## src/ccs_pkg.sv

```systemverilog
// Constants, field layouts and reset values for the charger control and status registers.
// Assumes a serial-bus front end that hands over byte-wide register reads and writes.

// ==========================================================================
// Package
package ccs_pkg;

    // ======================================================================
    // Register offsets
    localparam logic [7:0] ADDR_COMP_THERMAL = 8'h06;
    localparam logic [7:0] ADDR_MISC_CTRL = 8'h07;
    localparam logic [7:0] ADDR_SYS_STATUS = 8'h08;

    // ======================================================================
    // Reset values
    localparam logic [7:0] RESET_COMP_THERMAL = 8'h03;
    localparam logic [7:0] RESET_MISC_CTRL = 8'h4B;

    // ======================================================================
    // Compensation and thermal register fields
    localparam int COMP_RES_MSB = 7;
    localparam int COMP_RES_LSB = 5;
    localparam int CLAMP_MSB = 4;
    localparam int CLAMP_LSB = 2;
    localparam int THERMAL_REG_THRESHOLD_MSB = 1;
    localparam int THERMAL_REG_THRESHOLD_LSB = 0;
    localparam logic [4:0] COMP_RES_STEP_MOHM = 5'h0A;
    localparam logic [4:0] CLAMP_STEP_MV = 5'h10;
    localparam logic [9:0] MV_PER_MA_MOHM = 10'h3E8;

    // ======================================================================
    // Thermal thresholds in degrees Celsius
    localparam logic [1:0] THERMAL_REG_THRESHOLD_60 = 2'h0;
    localparam logic [1:0] THERMAL_REG_THRESHOLD_80 = 2'h1;
    localparam logic [1:0] THERMAL_REG_THRESHOLD_100 = 2'h2;
    localparam logic [1:0] THERMAL_REG_THRESHOLD_120 = 2'h3;
    localparam logic [6:0] TEMP_60_C = 7'h3C;
    localparam logic [6:0] TEMP_80_C = 7'h50;
    localparam logic [6:0] TEMP_100_C = 7'h64;
    localparam logic [6:0] TEMP_120_C = 7'h78;

    // ======================================================================
    // Misc control register fields
    localparam int FORCE_DETECT_BIT = 7;
    localparam int HALF_RATE_BIT = 6;
    localparam int BAT_SWITCH_OFF_BIT = 5;
    localparam int CHG_FAULT_INT_BIT = 1;
    localparam int BATTERY_OVERVOLTAGE_FAULT_INT_BIT = 0;

    // ======================================================================
    // Status register fields
    localparam int SRC_TYPE_MSB = 7;
    localparam int SRC_TYPE_LSB = 6;
    localparam int PHASE_MSB = 5;
    localparam int PHASE_LSB = 4;
    localparam int INPUT_LIMIT_BIT = 3;
    localparam int POWER_GOOD_BIT = 2;
    localparam int THERMAL_BIT = 1;
    localparam int SYS_MIN_BIT = 0;

    // ======================================================================
    // Source type and charge phase codes
    localparam logic [1:0] SRC_UNKNOWN = 2'h0;
    localparam logic [1:0] SRC_USB_HOST = 2'h1;
    localparam logic [1:0] SRC_ADAPTER = 2'h2;
    localparam logic [1:0] SRC_OTG = 2'h3;
    localparam logic [1:0] PHASE_IDLE = 2'h0;
    localparam logic [1:0] PHASE_PRECHARGE = 2'h1;
    localparam logic [1:0] PHASE_FAST = 2'h2;
    localparam logic [1:0] PHASE_DONE = 2'h3;

    // ======================================================================
    // Source detection states
    typedef enum logic [1:0] {
        DET_IDLE = 2'b01,
        DET_RUN = 2'b10
    } ccs_det_state_type;

endpackage : ccs_pkg

```

## src/ccs_regs.sv

```systemverilog
// Charger control and status register bank with the logic the bits steer.
// Assumes a serial-bus front end giving one-cycle read and write strobes.
`timescale 1ns/1ps

module ccs_regs (
    // Clock and reset
    input wire logic CLK_I,
    input wire logic RESET_I,
    // Register access port
    input wire logic [7:0] ADDR_I,
    input wire logic WR_EN_I,
    input wire logic [7:0] WDATA_I,
    input wire logic RD_EN_I,
    output logic [7:0] RDATA_O,
    output logic RVALID_O,
    // Source detection
    output logic DETECT_START_O,
    output logic DETECT_BUSY_O,
    input wire logic DETECT_DONE_I,
    // Safety timer
    input wire logic TIMER_TICK_I,
    output logic TIMER_TICK_O,
    // Battery switch
    input wire logic BAT_SWITCH_REQ_I,
    output logic BAT_SWITCH_ON_O,
    // Faults and host interrupt
    input wire logic CHARGE_FAULT_I,
    input wire logic BATTERY_OVERVOLTAGE_FAULT_I,
    output logic HOST_INT_O,
    // Charger state
    input wire logic [1:0] SRC_TYPE_I,
    input wire logic [1:0] CHARGE_PHASE_I,
    input wire logic VIN_LIMIT_I,
    input wire logic IIN_LIMIT_I,
    input wire logic POWER_GOOD_I,
    input wire logic THERMAL_REG_I,
    input wire logic SYS_MIN_I,
    // Regulation settings
    input wire logic [12:0] CHARGE_CURRENT_MA_I,
    output logic [6:0] COMP_OFFSET_MV_O,
    output logic [6:0] THERMAL_THRESH_C_O
);

    // ======================================================================
    // Decode helpers
    function automatic logic hit(input logic [7:0] addr, input logic [7:0] target);
        hit = (addr == target);
    endfunction : hit

    function automatic logic [6:0] thermal_reg_threshold_to_celsius(input logic [1:0] code);
        case (code)
            ccs_pkg::THERMAL_REG_THRESHOLD_60: thermal_reg_threshold_to_celsius = ccs_pkg::TEMP_60_C;
            ccs_pkg::THERMAL_REG_THRESHOLD_80: thermal_reg_threshold_to_celsius = ccs_pkg::TEMP_80_C;
            ccs_pkg::THERMAL_REG_THRESHOLD_100: thermal_reg_threshold_to_celsius = ccs_pkg::TEMP_100_C;
            default: thermal_reg_threshold_to_celsius = ccs_pkg::TEMP_120_C;
        endcase
    endfunction : thermal_reg_threshold_to_celsius

    // ======================================================================
    // Storage
    logic [7:0] comp_thermal;
    logic [7:0] misc_ctrl;
    logic [7:0] sys_status;
    ccs_pkg::ccs_det_state_type det_state;
    logic timer_phase;
    logic input_limit_active;
    logic limiting;
    logic wr_comp;
    logic wr_misc;
    logic force_set;

    assign wr_comp = WR_EN_I && hit(ADDR_I, ccs_pkg::ADDR_COMP_THERMAL);
    assign wr_misc = WR_EN_I && hit(ADDR_I, ccs_pkg::ADDR_MISC_CTRL);
    assign force_set = wr_misc && WDATA_I[ccs_pkg::FORCE_DETECT_BIT];

    // ======================================================================
    // Compensation and thermal register
    always_ff @(posedge CLK_I) begin
        if (RESET_I) begin
            comp_thermal <= ccs_pkg::RESET_COMP_THERMAL;
        end else if (wr_comp) begin
            comp_thermal <= WDATA_I;
        end
    end

    always_ff @(posedge CLK_I) begin
        if (RESET_I) begin
            THERMAL_THRESH_C_O <= ccs_pkg::TEMP_120_C;
        end else begin
            THERMAL_THRESH_C_O <= thermal_reg_threshold_to_celsius(
                comp_thermal[ccs_pkg::THERMAL_REG_THRESHOLD_MSB:ccs_pkg::THERMAL_REG_THRESHOLD_LSB]);
        end
    end

    ccs_comp u_comp (
        .CLK_I(CLK_I),
        .RESET_I(RESET_I),
        .COMP_RES_I(comp_thermal[ccs_pkg::COMP_RES_MSB:ccs_pkg::COMP_RES_LSB]),
        .CLAMP_I(comp_thermal[ccs_pkg::CLAMP_MSB:ccs_pkg::CLAMP_LSB]),
        .CHARGE_CURRENT_MA_I(CHARGE_CURRENT_MA_I),
        .COMP_OFFSET_MV_O(COMP_OFFSET_MV_O)
    );

    // ======================================================================
    // Misc control register
    always_ff @(posedge CLK_I) begin
        if (RESET_I) begin
            misc_ctrl <= ccs_pkg::RESET_MISC_CTRL;
        end else begin
            if (wr_misc) begin
                misc_ctrl[6:0] <= WDATA_I[6:0];
            end
            if (force_set) begin
                misc_ctrl[ccs_pkg::FORCE_DETECT_BIT] <= 1'b1;
            end else if (det_state == ccs_pkg::DET_RUN && DETECT_DONE_I) begin
                misc_ctrl[ccs_pkg::FORCE_DETECT_BIT] <= 1'b0;
            end
        end
    end

    // ======================================================================
    // Source detection sequencing
    always_ff @(posedge CLK_I) begin
        if (RESET_I) begin
            det_state <= ccs_pkg::DET_IDLE;
        end else begin
            case (det_state)
                ccs_pkg::DET_IDLE: begin
                    if (force_set) begin
                        det_state <= ccs_pkg::DET_RUN;
                    end
                end
                ccs_pkg::DET_RUN: begin
                    if (DETECT_DONE_I && !force_set) begin
                        det_state <= ccs_pkg::DET_IDLE;
                    end
                end
                default: begin
                    det_state <= ccs_pkg::DET_IDLE;
                end
            endcase
        end
    end

    always_ff @(posedge CLK_I) begin
        if (RESET_I) begin
            DETECT_START_O <= 1'b0;
        end else begin
            DETECT_START_O <= force_set && det_state == ccs_pkg::DET_IDLE;
        end
    end

    assign DETECT_BUSY_O = (det_state == ccs_pkg::DET_RUN);

    // ======================================================================
    // Safety timer rate
    assign input_limit_active = VIN_LIMIT_I || IIN_LIMIT_I;
    assign limiting = input_limit_active || THERMAL_REG_I;

    always_ff @(posedge CLK_I) begin
        if (RESET_I) begin
            timer_phase <= 1'b0;
        end else if (TIMER_TICK_I) begin
            timer_phase <= !timer_phase;
        end
    end

    always_ff @(posedge CLK_I) begin
        if (RESET_I) begin
            TIMER_TICK_O <= 1'b0;
        end else if (misc_ctrl[ccs_pkg::HALF_RATE_BIT] && limiting) begin
            TIMER_TICK_O <= TIMER_TICK_I && timer_phase;
        end else begin
            TIMER_TICK_O <= TIMER_TICK_I;
        end
    end

    // ======================================================================
    // Battery switch
    always_ff @(posedge CLK_I) begin
        if (RESET_I) begin
            BAT_SWITCH_ON_O <= 1'b0;
        end else begin
            BAT_SWITCH_ON_O <= BAT_SWITCH_REQ_I
                && !misc_ctrl[ccs_pkg::BAT_SWITCH_OFF_BIT];
        end
    end

    // ======================================================================
    // Fault interrupt, registered from the enabled fault levels
    always_ff @(posedge CLK_I) begin
        if (RESET_I) begin
            HOST_INT_O <= 1'b0;
        end else begin
            HOST_INT_O <= (CHARGE_FAULT_I && misc_ctrl[ccs_pkg::CHG_FAULT_INT_BIT])
                || (BATTERY_OVERVOLTAGE_FAULT_I && misc_ctrl[ccs_pkg::BATTERY_OVERVOLTAGE_FAULT_INT_BIT]);
        end
    end

    // ======================================================================
    // Status capture
    always_ff @(posedge CLK_I) begin
        if (RESET_I) begin
            sys_status <= 8'h00;
        end else begin
            sys_status[ccs_pkg::SRC_TYPE_MSB:ccs_pkg::SRC_TYPE_LSB] <= SRC_TYPE_I;
            sys_status[ccs_pkg::PHASE_MSB:ccs_pkg::PHASE_LSB] <= CHARGE_PHASE_I;
            sys_status[ccs_pkg::INPUT_LIMIT_BIT] <= input_limit_active;
            sys_status[ccs_pkg::POWER_GOOD_BIT] <= POWER_GOOD_I;
            sys_status[ccs_pkg::THERMAL_BIT] <= THERMAL_REG_I;
            sys_status[ccs_pkg::SYS_MIN_BIT] <= SYS_MIN_I;
        end
    end

    // ======================================================================
    // Read path
    always_ff @(posedge CLK_I) begin
        if (RESET_I) begin
            RDATA_O <= 8'h00;
            RVALID_O <= 1'b0;
        end else begin
            RVALID_O <= RD_EN_I;
            if (RD_EN_I) begin
                if (hit(ADDR_I, ccs_pkg::ADDR_COMP_THERMAL)) begin
                    RDATA_O <= comp_thermal;
                end else if (hit(ADDR_I, ccs_pkg::ADDR_MISC_CTRL)) begin
                    RDATA_O <= misc_ctrl;
                end else if (hit(ADDR_I, ccs_pkg::ADDR_SYS_STATUS)) begin
                    RDATA_O <= sys_status;
                end else begin
                    RDATA_O <= 8'h00;
                end
            end
        end
    end

endmodule : ccs_regs

```

## src/ccs_comp.sv

```systemverilog
// Battery-path compensation offset: charge current times resistance, clamped.
// Assumes charge current in mA, synchronous to the charger clock.
`timescale 1ns/1ps

module ccs_comp (
    // Clock and reset
    input wire logic CLK_I,
    input wire logic RESET_I,
    // Settings
    input wire logic [2:0] COMP_RES_I,
    input wire logic [2:0] CLAMP_I,
    // Measurement
    input wire logic [12:0] CHARGE_CURRENT_MA_I,
    // Result
    output logic [6:0] COMP_OFFSET_MV_O
);

    // ======================================================================
    // Offset computation
    logic [6:0] res_mohm;
    logic [6:0] clamp_mv;
    logic [19:0] product;
    logic [19:0] raw_mv;
    logic [6:0] next_offset;

    always_comb begin
        res_mohm = 7'(COMP_RES_I) * 7'(ccs_pkg::COMP_RES_STEP_MOHM);
        clamp_mv = 7'(CLAMP_I) * 7'(ccs_pkg::CLAMP_STEP_MV);
        product = 20'(CHARGE_CURRENT_MA_I) * 20'(res_mohm);
        raw_mv = 20'(product / ccs_pkg::MV_PER_MA_MOHM);
        if (raw_mv > 20'(clamp_mv)) begin
            next_offset = clamp_mv;
        end else begin
            next_offset = raw_mv[6:0];
        end
    end

    always_ff @(posedge CLK_I) begin
        if (RESET_I) begin
            COMP_OFFSET_MV_O <= 7'h00;
        end else begin
            COMP_OFFSET_MV_O <= next_offset;
        end
    end

endmodule : ccs_comp

```

## config.mk

```make
export PLATFORM = sky130hd
export DESIGN_NAME = ccs_regs
export DESIGN_NICKNAME = d
export VERILOG_FILES = /design/src/ccs_pkg.sv /design/src/ccs_regs.sv /design/src/ccs_comp.sv
export SDC_FILE = /design/constraint.sdc
export NUM_CORES = 1
export LEC_CHECK = 0
export ABC_CLOCK_PERIOD_IN_PS = 13830
export BUFFER_PORTS_ARGS = -buffer_cell sky130_fd_sc_hd__buf_2
export CAP_MARGIN = 20
export CORE_MARGIN = 1
export CORE_UTILIZATION = 40
export CTS_CLUSTER_SIZE = 20
export DETAILED_ROUTE_END_ITERATION = 8
export PLACE_DENSITY = 0.65
export SLEW_MARGIN = 20
export SYNTH_ARGS = -nofsm -noshare
export SYNTH_HDL_FRONTEND = slang
export SYNTH_HIERARCHICAL = 1
export SYNTH_SLANG_ARGS = --single-unit
```

## constraint.sdc

```tcl
create_clock -name CLK_I -period 13.83 [get_ports CLK_I]
set_input_delay 1.383 -clock CLK_I [delete_from_list [all_inputs] [get_ports CLK_I]]
set_output_delay 1.383 -clock CLK_I [all_outputs]
set_load 0.1 [all_outputs]
```

==> summary.txt <==
Status
  – Status: completed

Synth
  – Syn_area_per_cell: 7.971 um^2
  – Ys Warns: 6
  – Primary FF master, synth: dfxtp_1
  – Sequential area share after synthesis: 0.1355
  – Synthesized flop and latch total: 52
  – Post-synth ARST share: 0
  – Cell area after synthesis: 7684 um^2
  – Number of enable flip-flop cells after synthesis: 0
  – Synth Area in XOR/XNOR: 0.04201
  – Cells after synthesis: 964
  – Distinct cells, synth: 107
  – Synth Area in Compound Gates: 0.2807
  – Post-synthesis mux area share: 0.03973
  – Synth Area in Adders: 0.1791
  – Post-Synth Simple-Gate Area: 0.2544
  – Main combinational cell family by area after synthesis: compound AO/OA/AOI/OAI gates

Global route
  – Largest net degree at the start of global routing: 33
  – GRT overflow: 0
  – Vias in the first global route: 7168
  – First-pass GRT wire length: 33540 um
  – Initial antenna violation count: 0
  – Tot GR Track Use: 0.2005

Clock network
  – Clk Latency, worst-skew pair: 0.29 ns
  – CTS root buf: clkbuf_16
  – Register clock-pin slew on the reported worst setup and hold paths: 0.07 ns
  – Clk sinks: 52
  – Setup Buffers After CTS: 0
  – Clk buf depth: 2
  – Post-cts sizing count: 0
  – Hold_buf cts: 0
  – CTS buffer count: 5
  – CTS H-tree lvls: 2
  – CTS tree: built

Power
  – Pint: 248.7 uW
  – Power per standard cell area: 39.55 nW/um^2
  – Switching power: 80.80 uW
  – Leakage: 0.003476 uW
  – Peak VDD IR: 62.88 uV
  – Comb pwr share: 0.112
  – Sw frac: 0.2452
  – Clock network power share: 0.424
  – Flop pwr share: 0.464

Placed design
  – DP Cell Count: 1233
  – Final GP Congestion: 0.8832
  – HPWL Detailed: 15650 um
  – IO buf count: 72

STA
  – Fin Setup TNS: 0 ns
  – Min Tclk post-route: 13.03 ns
  – Setup Skew: 0.004202 ns
  – FMAX: 76.75 MHz
  – Setup violators final: 0
  – Final hold vios: 0
  – Final number of max-transition violations: 0
  – RSZ-0062 raised after global routing: no
  – Worst rel slew slack: 0.3029
  – Crit share post-route: 0.9421
  – Worst-Margin Slew: 1.042 ns

Floorplan
  – Row count: 50
  – I/O pin count: 75
  – Chip Height: 140.6 um
  – Total core area: 18770 um^2
  – Die area: 19770 um^2
  – Initial Util: 0.4094
  – Die Wd: 140.6 um

Cells and area
  – # nets final: 1136
  – Most common cell after layout, fill and taps aside: nand2_1
  – Commonest cells after routing, fill and taps aside: nand2_1 (89), buf_2 (72), inv_1 (71)
  – Area Growth Syn to Fin: 8.419%
  – Fill cells: 1914
  – Share of layout cells above drive strength 1: 0.1341
  – Diode count: 0
  – Final Non-Filler Cells: 1241

Hold path
  – Worst Hold Class: register to register
  – Hold Path Depth: 1
  – Hold Crit Start: misc_ctrl[5]
  – Worst Hold End: BAT_SWITCH_ON_O

Route
  – Total wire length: 19890 um
  – WL/cell: 16.02 um
  – Residual DRC count: 0
  – Drt first pass iters: 5
  – Via density: 6.027
  – DR iter-0 viols: 532
  – Post-route antenna net violation count: 0
  – Via count: 7479

Worst setup path
  – CP max stage cell: dfxtp_1
  – Crit path kind: register to register
  – Launch point of the worst reg-to-reg path: comp_thermal[6]
  – Crit-path max FO: 16
  – R2R Path End: u_comp/COMP_OFFSET_MV_O[5]
  – Slowest stage delay, CP: 0.69 ns
  – Worst Path Required: 13.98 ns
  – Worst reg-to-reg setup slack: 0.80 ns
  – Startpoint types: register
  – CP endpoint kind: register
  – WP data arrival: 13.18 ns
  – Reg2Reg Depth: 37

Flow run
  – Number of max-cap violations: 0
power by group through the flow:
stage / Sequential [uW] / Clock [uW] / Combinational, uW
after floorplan: 162 / 0 / 16.6
after global placement: 156 / 0 / 36.5
after detailed placement: 156 / 0 / 36.7
after CTS: 153 / 141 / 36.8
after global routing: 153 / 148 / 39.8
final: 153 / 140 / 36.9
worst max path at each step:
stage | startpoint | slack (ns) | to | depth (start not counted)
finish | comp_thermal[6] | 0.80 | u_comp/COMP_OFFSET_MV_O[5] | 37
floorplan | CHARGE_CURRENT_MA_I[7] | 2.45 | u_comp/COMP_OFFSET_MV_O[6] | 39
detailed placement | CHARGE_CURRENT_MA_I[7] | 0.74 | u_comp/COMP_OFFSET_MV_O[5] | 36
global placement | CHARGE_CURRENT_MA_I[7] | 0.88 | u_comp/COMP_OFFSET_MV_O[5] | 36
CTS | comp_thermal[6] | 0.89 | u_comp/COMP_OFFSET_MV_O[5] | 37
global route | comp_thermal[6] | 0.009 | u_comp/COMP_OFFSET_MV_O[5] | 37
layout make-up:
type | count | area (um^2) | share of cell area
multi-input combinational | 796 | 6146 | 0.7378
clock inverter | 2 | 38.79 | 0.004656
inverter | 72 | 270.3 | 0.03244
tap | 234 | 292.8 | 0.03515
clock buffer | 6 | 128.9 | 0.01547
sequential | 52 | 1041 | 0.1250
timing repair buffer | 79 | 412.9 | 0.04956
per-layer routing:
layer / routed length (um) / vias up / track usage
met5: 0 / - / 0
met4: 263 / 0 / 0.03947
met3: 885 / 33 / 0.01698
met2: 9501 / 243 / 0.3500
met1: 9236 / 3580 / 0.2712
li1: - / 3623 / -
cell usage after synthesis, types with 7 or more instances:
| library cell | count | area, um^2 |
|---|---|---|
| nor3_1 | 14 | 70.07 |
| or3_1 | 8 | 50.05 |
| nand4_1 | 17 | 106.4 |
| nand2b_1 | 16 | 100.1 |
| clkbuf_1 | 20 | 75.07 |
| nand2_1 | 89 | 334.1 |
| o21a_1 | 9 | 67.56 |
| and2_1 | 59 | 369.1 |
| nor2b_1 | 9 | 56.30 |
| and3_1 | 7 | 43.79 |
| fa_1 | 45 | 900.9 |
| a22oi_1 | 10 | 75.07 |
| dfxtp_1 | 52 | 1041 |
| ha_1 | 38 | 475.5 |
| nor2_1 | 52 | 195.2 |
| inv_1 | 71 | 266.5 |
| o211a_1 | 7 | 70.07 |
| a31oi_1 | 18 | 112.6 |
| a21o_1 | 18 | 135.1 |
| xnor2_1 | 24 | 210.2 |
| buf_6 | 8 | 90.09 |
| o211ai_1 | 12 | 90.09 |
| xor2_1 | 11 | 96.34 |
| nor4_1 | 25 | 156.4 |
| a211oi_1 | 7 | 52.55 |
| o21ai_0 | 39 | 195.2 |
| mux2i_1 | 23 | 230.2 |
| o31ai_1 | 19 | 142.6 |
| buf_2 | 10 | 50.05 |
| nand3_1 | 30 | 150.1 |
| a21oi_1 | 49 | 245.2 |
flip-flops by register name, indices dropped and copies added (netlist names), 2 cells and up:
| register | cells |
|---|---|
| RDATA_O | 8 |
| comp_thermal | 8 |
| misc_ctrl | 8 |
| sys_status | 8 |
| u_comp/COMP_OFFSET_MV_O | 7 |
| THERMAL_THRESH_C_O | 5 |
| det_state | 2 |
metrics by stage:
stage	hold slack (ns)	util	cell area (um^2)	setup WS, ns	total power, uW
floorplan	0.4120	-	7687	2.447	178.6
global placement	0.4355	0.4337	8140	0.8817	192.9
detailed placement	0.4457	0.4337	8140	0.7378	193.0
CTS	0.4632	0.4427	8308	0.8941	331.0
global route	0.4876	0.4439	8330	0.008622	341.0
finish	0.4702	0.4439	8330	0.8007	329.5
kinds of logic after synthesis:
kind of cell,Yosys count
AO/OA/AOI/OAI,285
adder cells (fa/ha/maj),83
other,1
XOR/XNOR,36
buffers and inverters,117
flip-flops,52
AND/OR/NAND/NOR,361
multiplexers,29
critical path, delay by kind of cell, from the launching register on:
kind            cells  cell delay (ns)
flops               1             0.69
compound gates     18             6.25
mux                 4             1.19
fa+ha+maj           6             2.67
simple gates        7             1.99
buf+inv             2             0.11
Power figures use the tool's default switching activity.
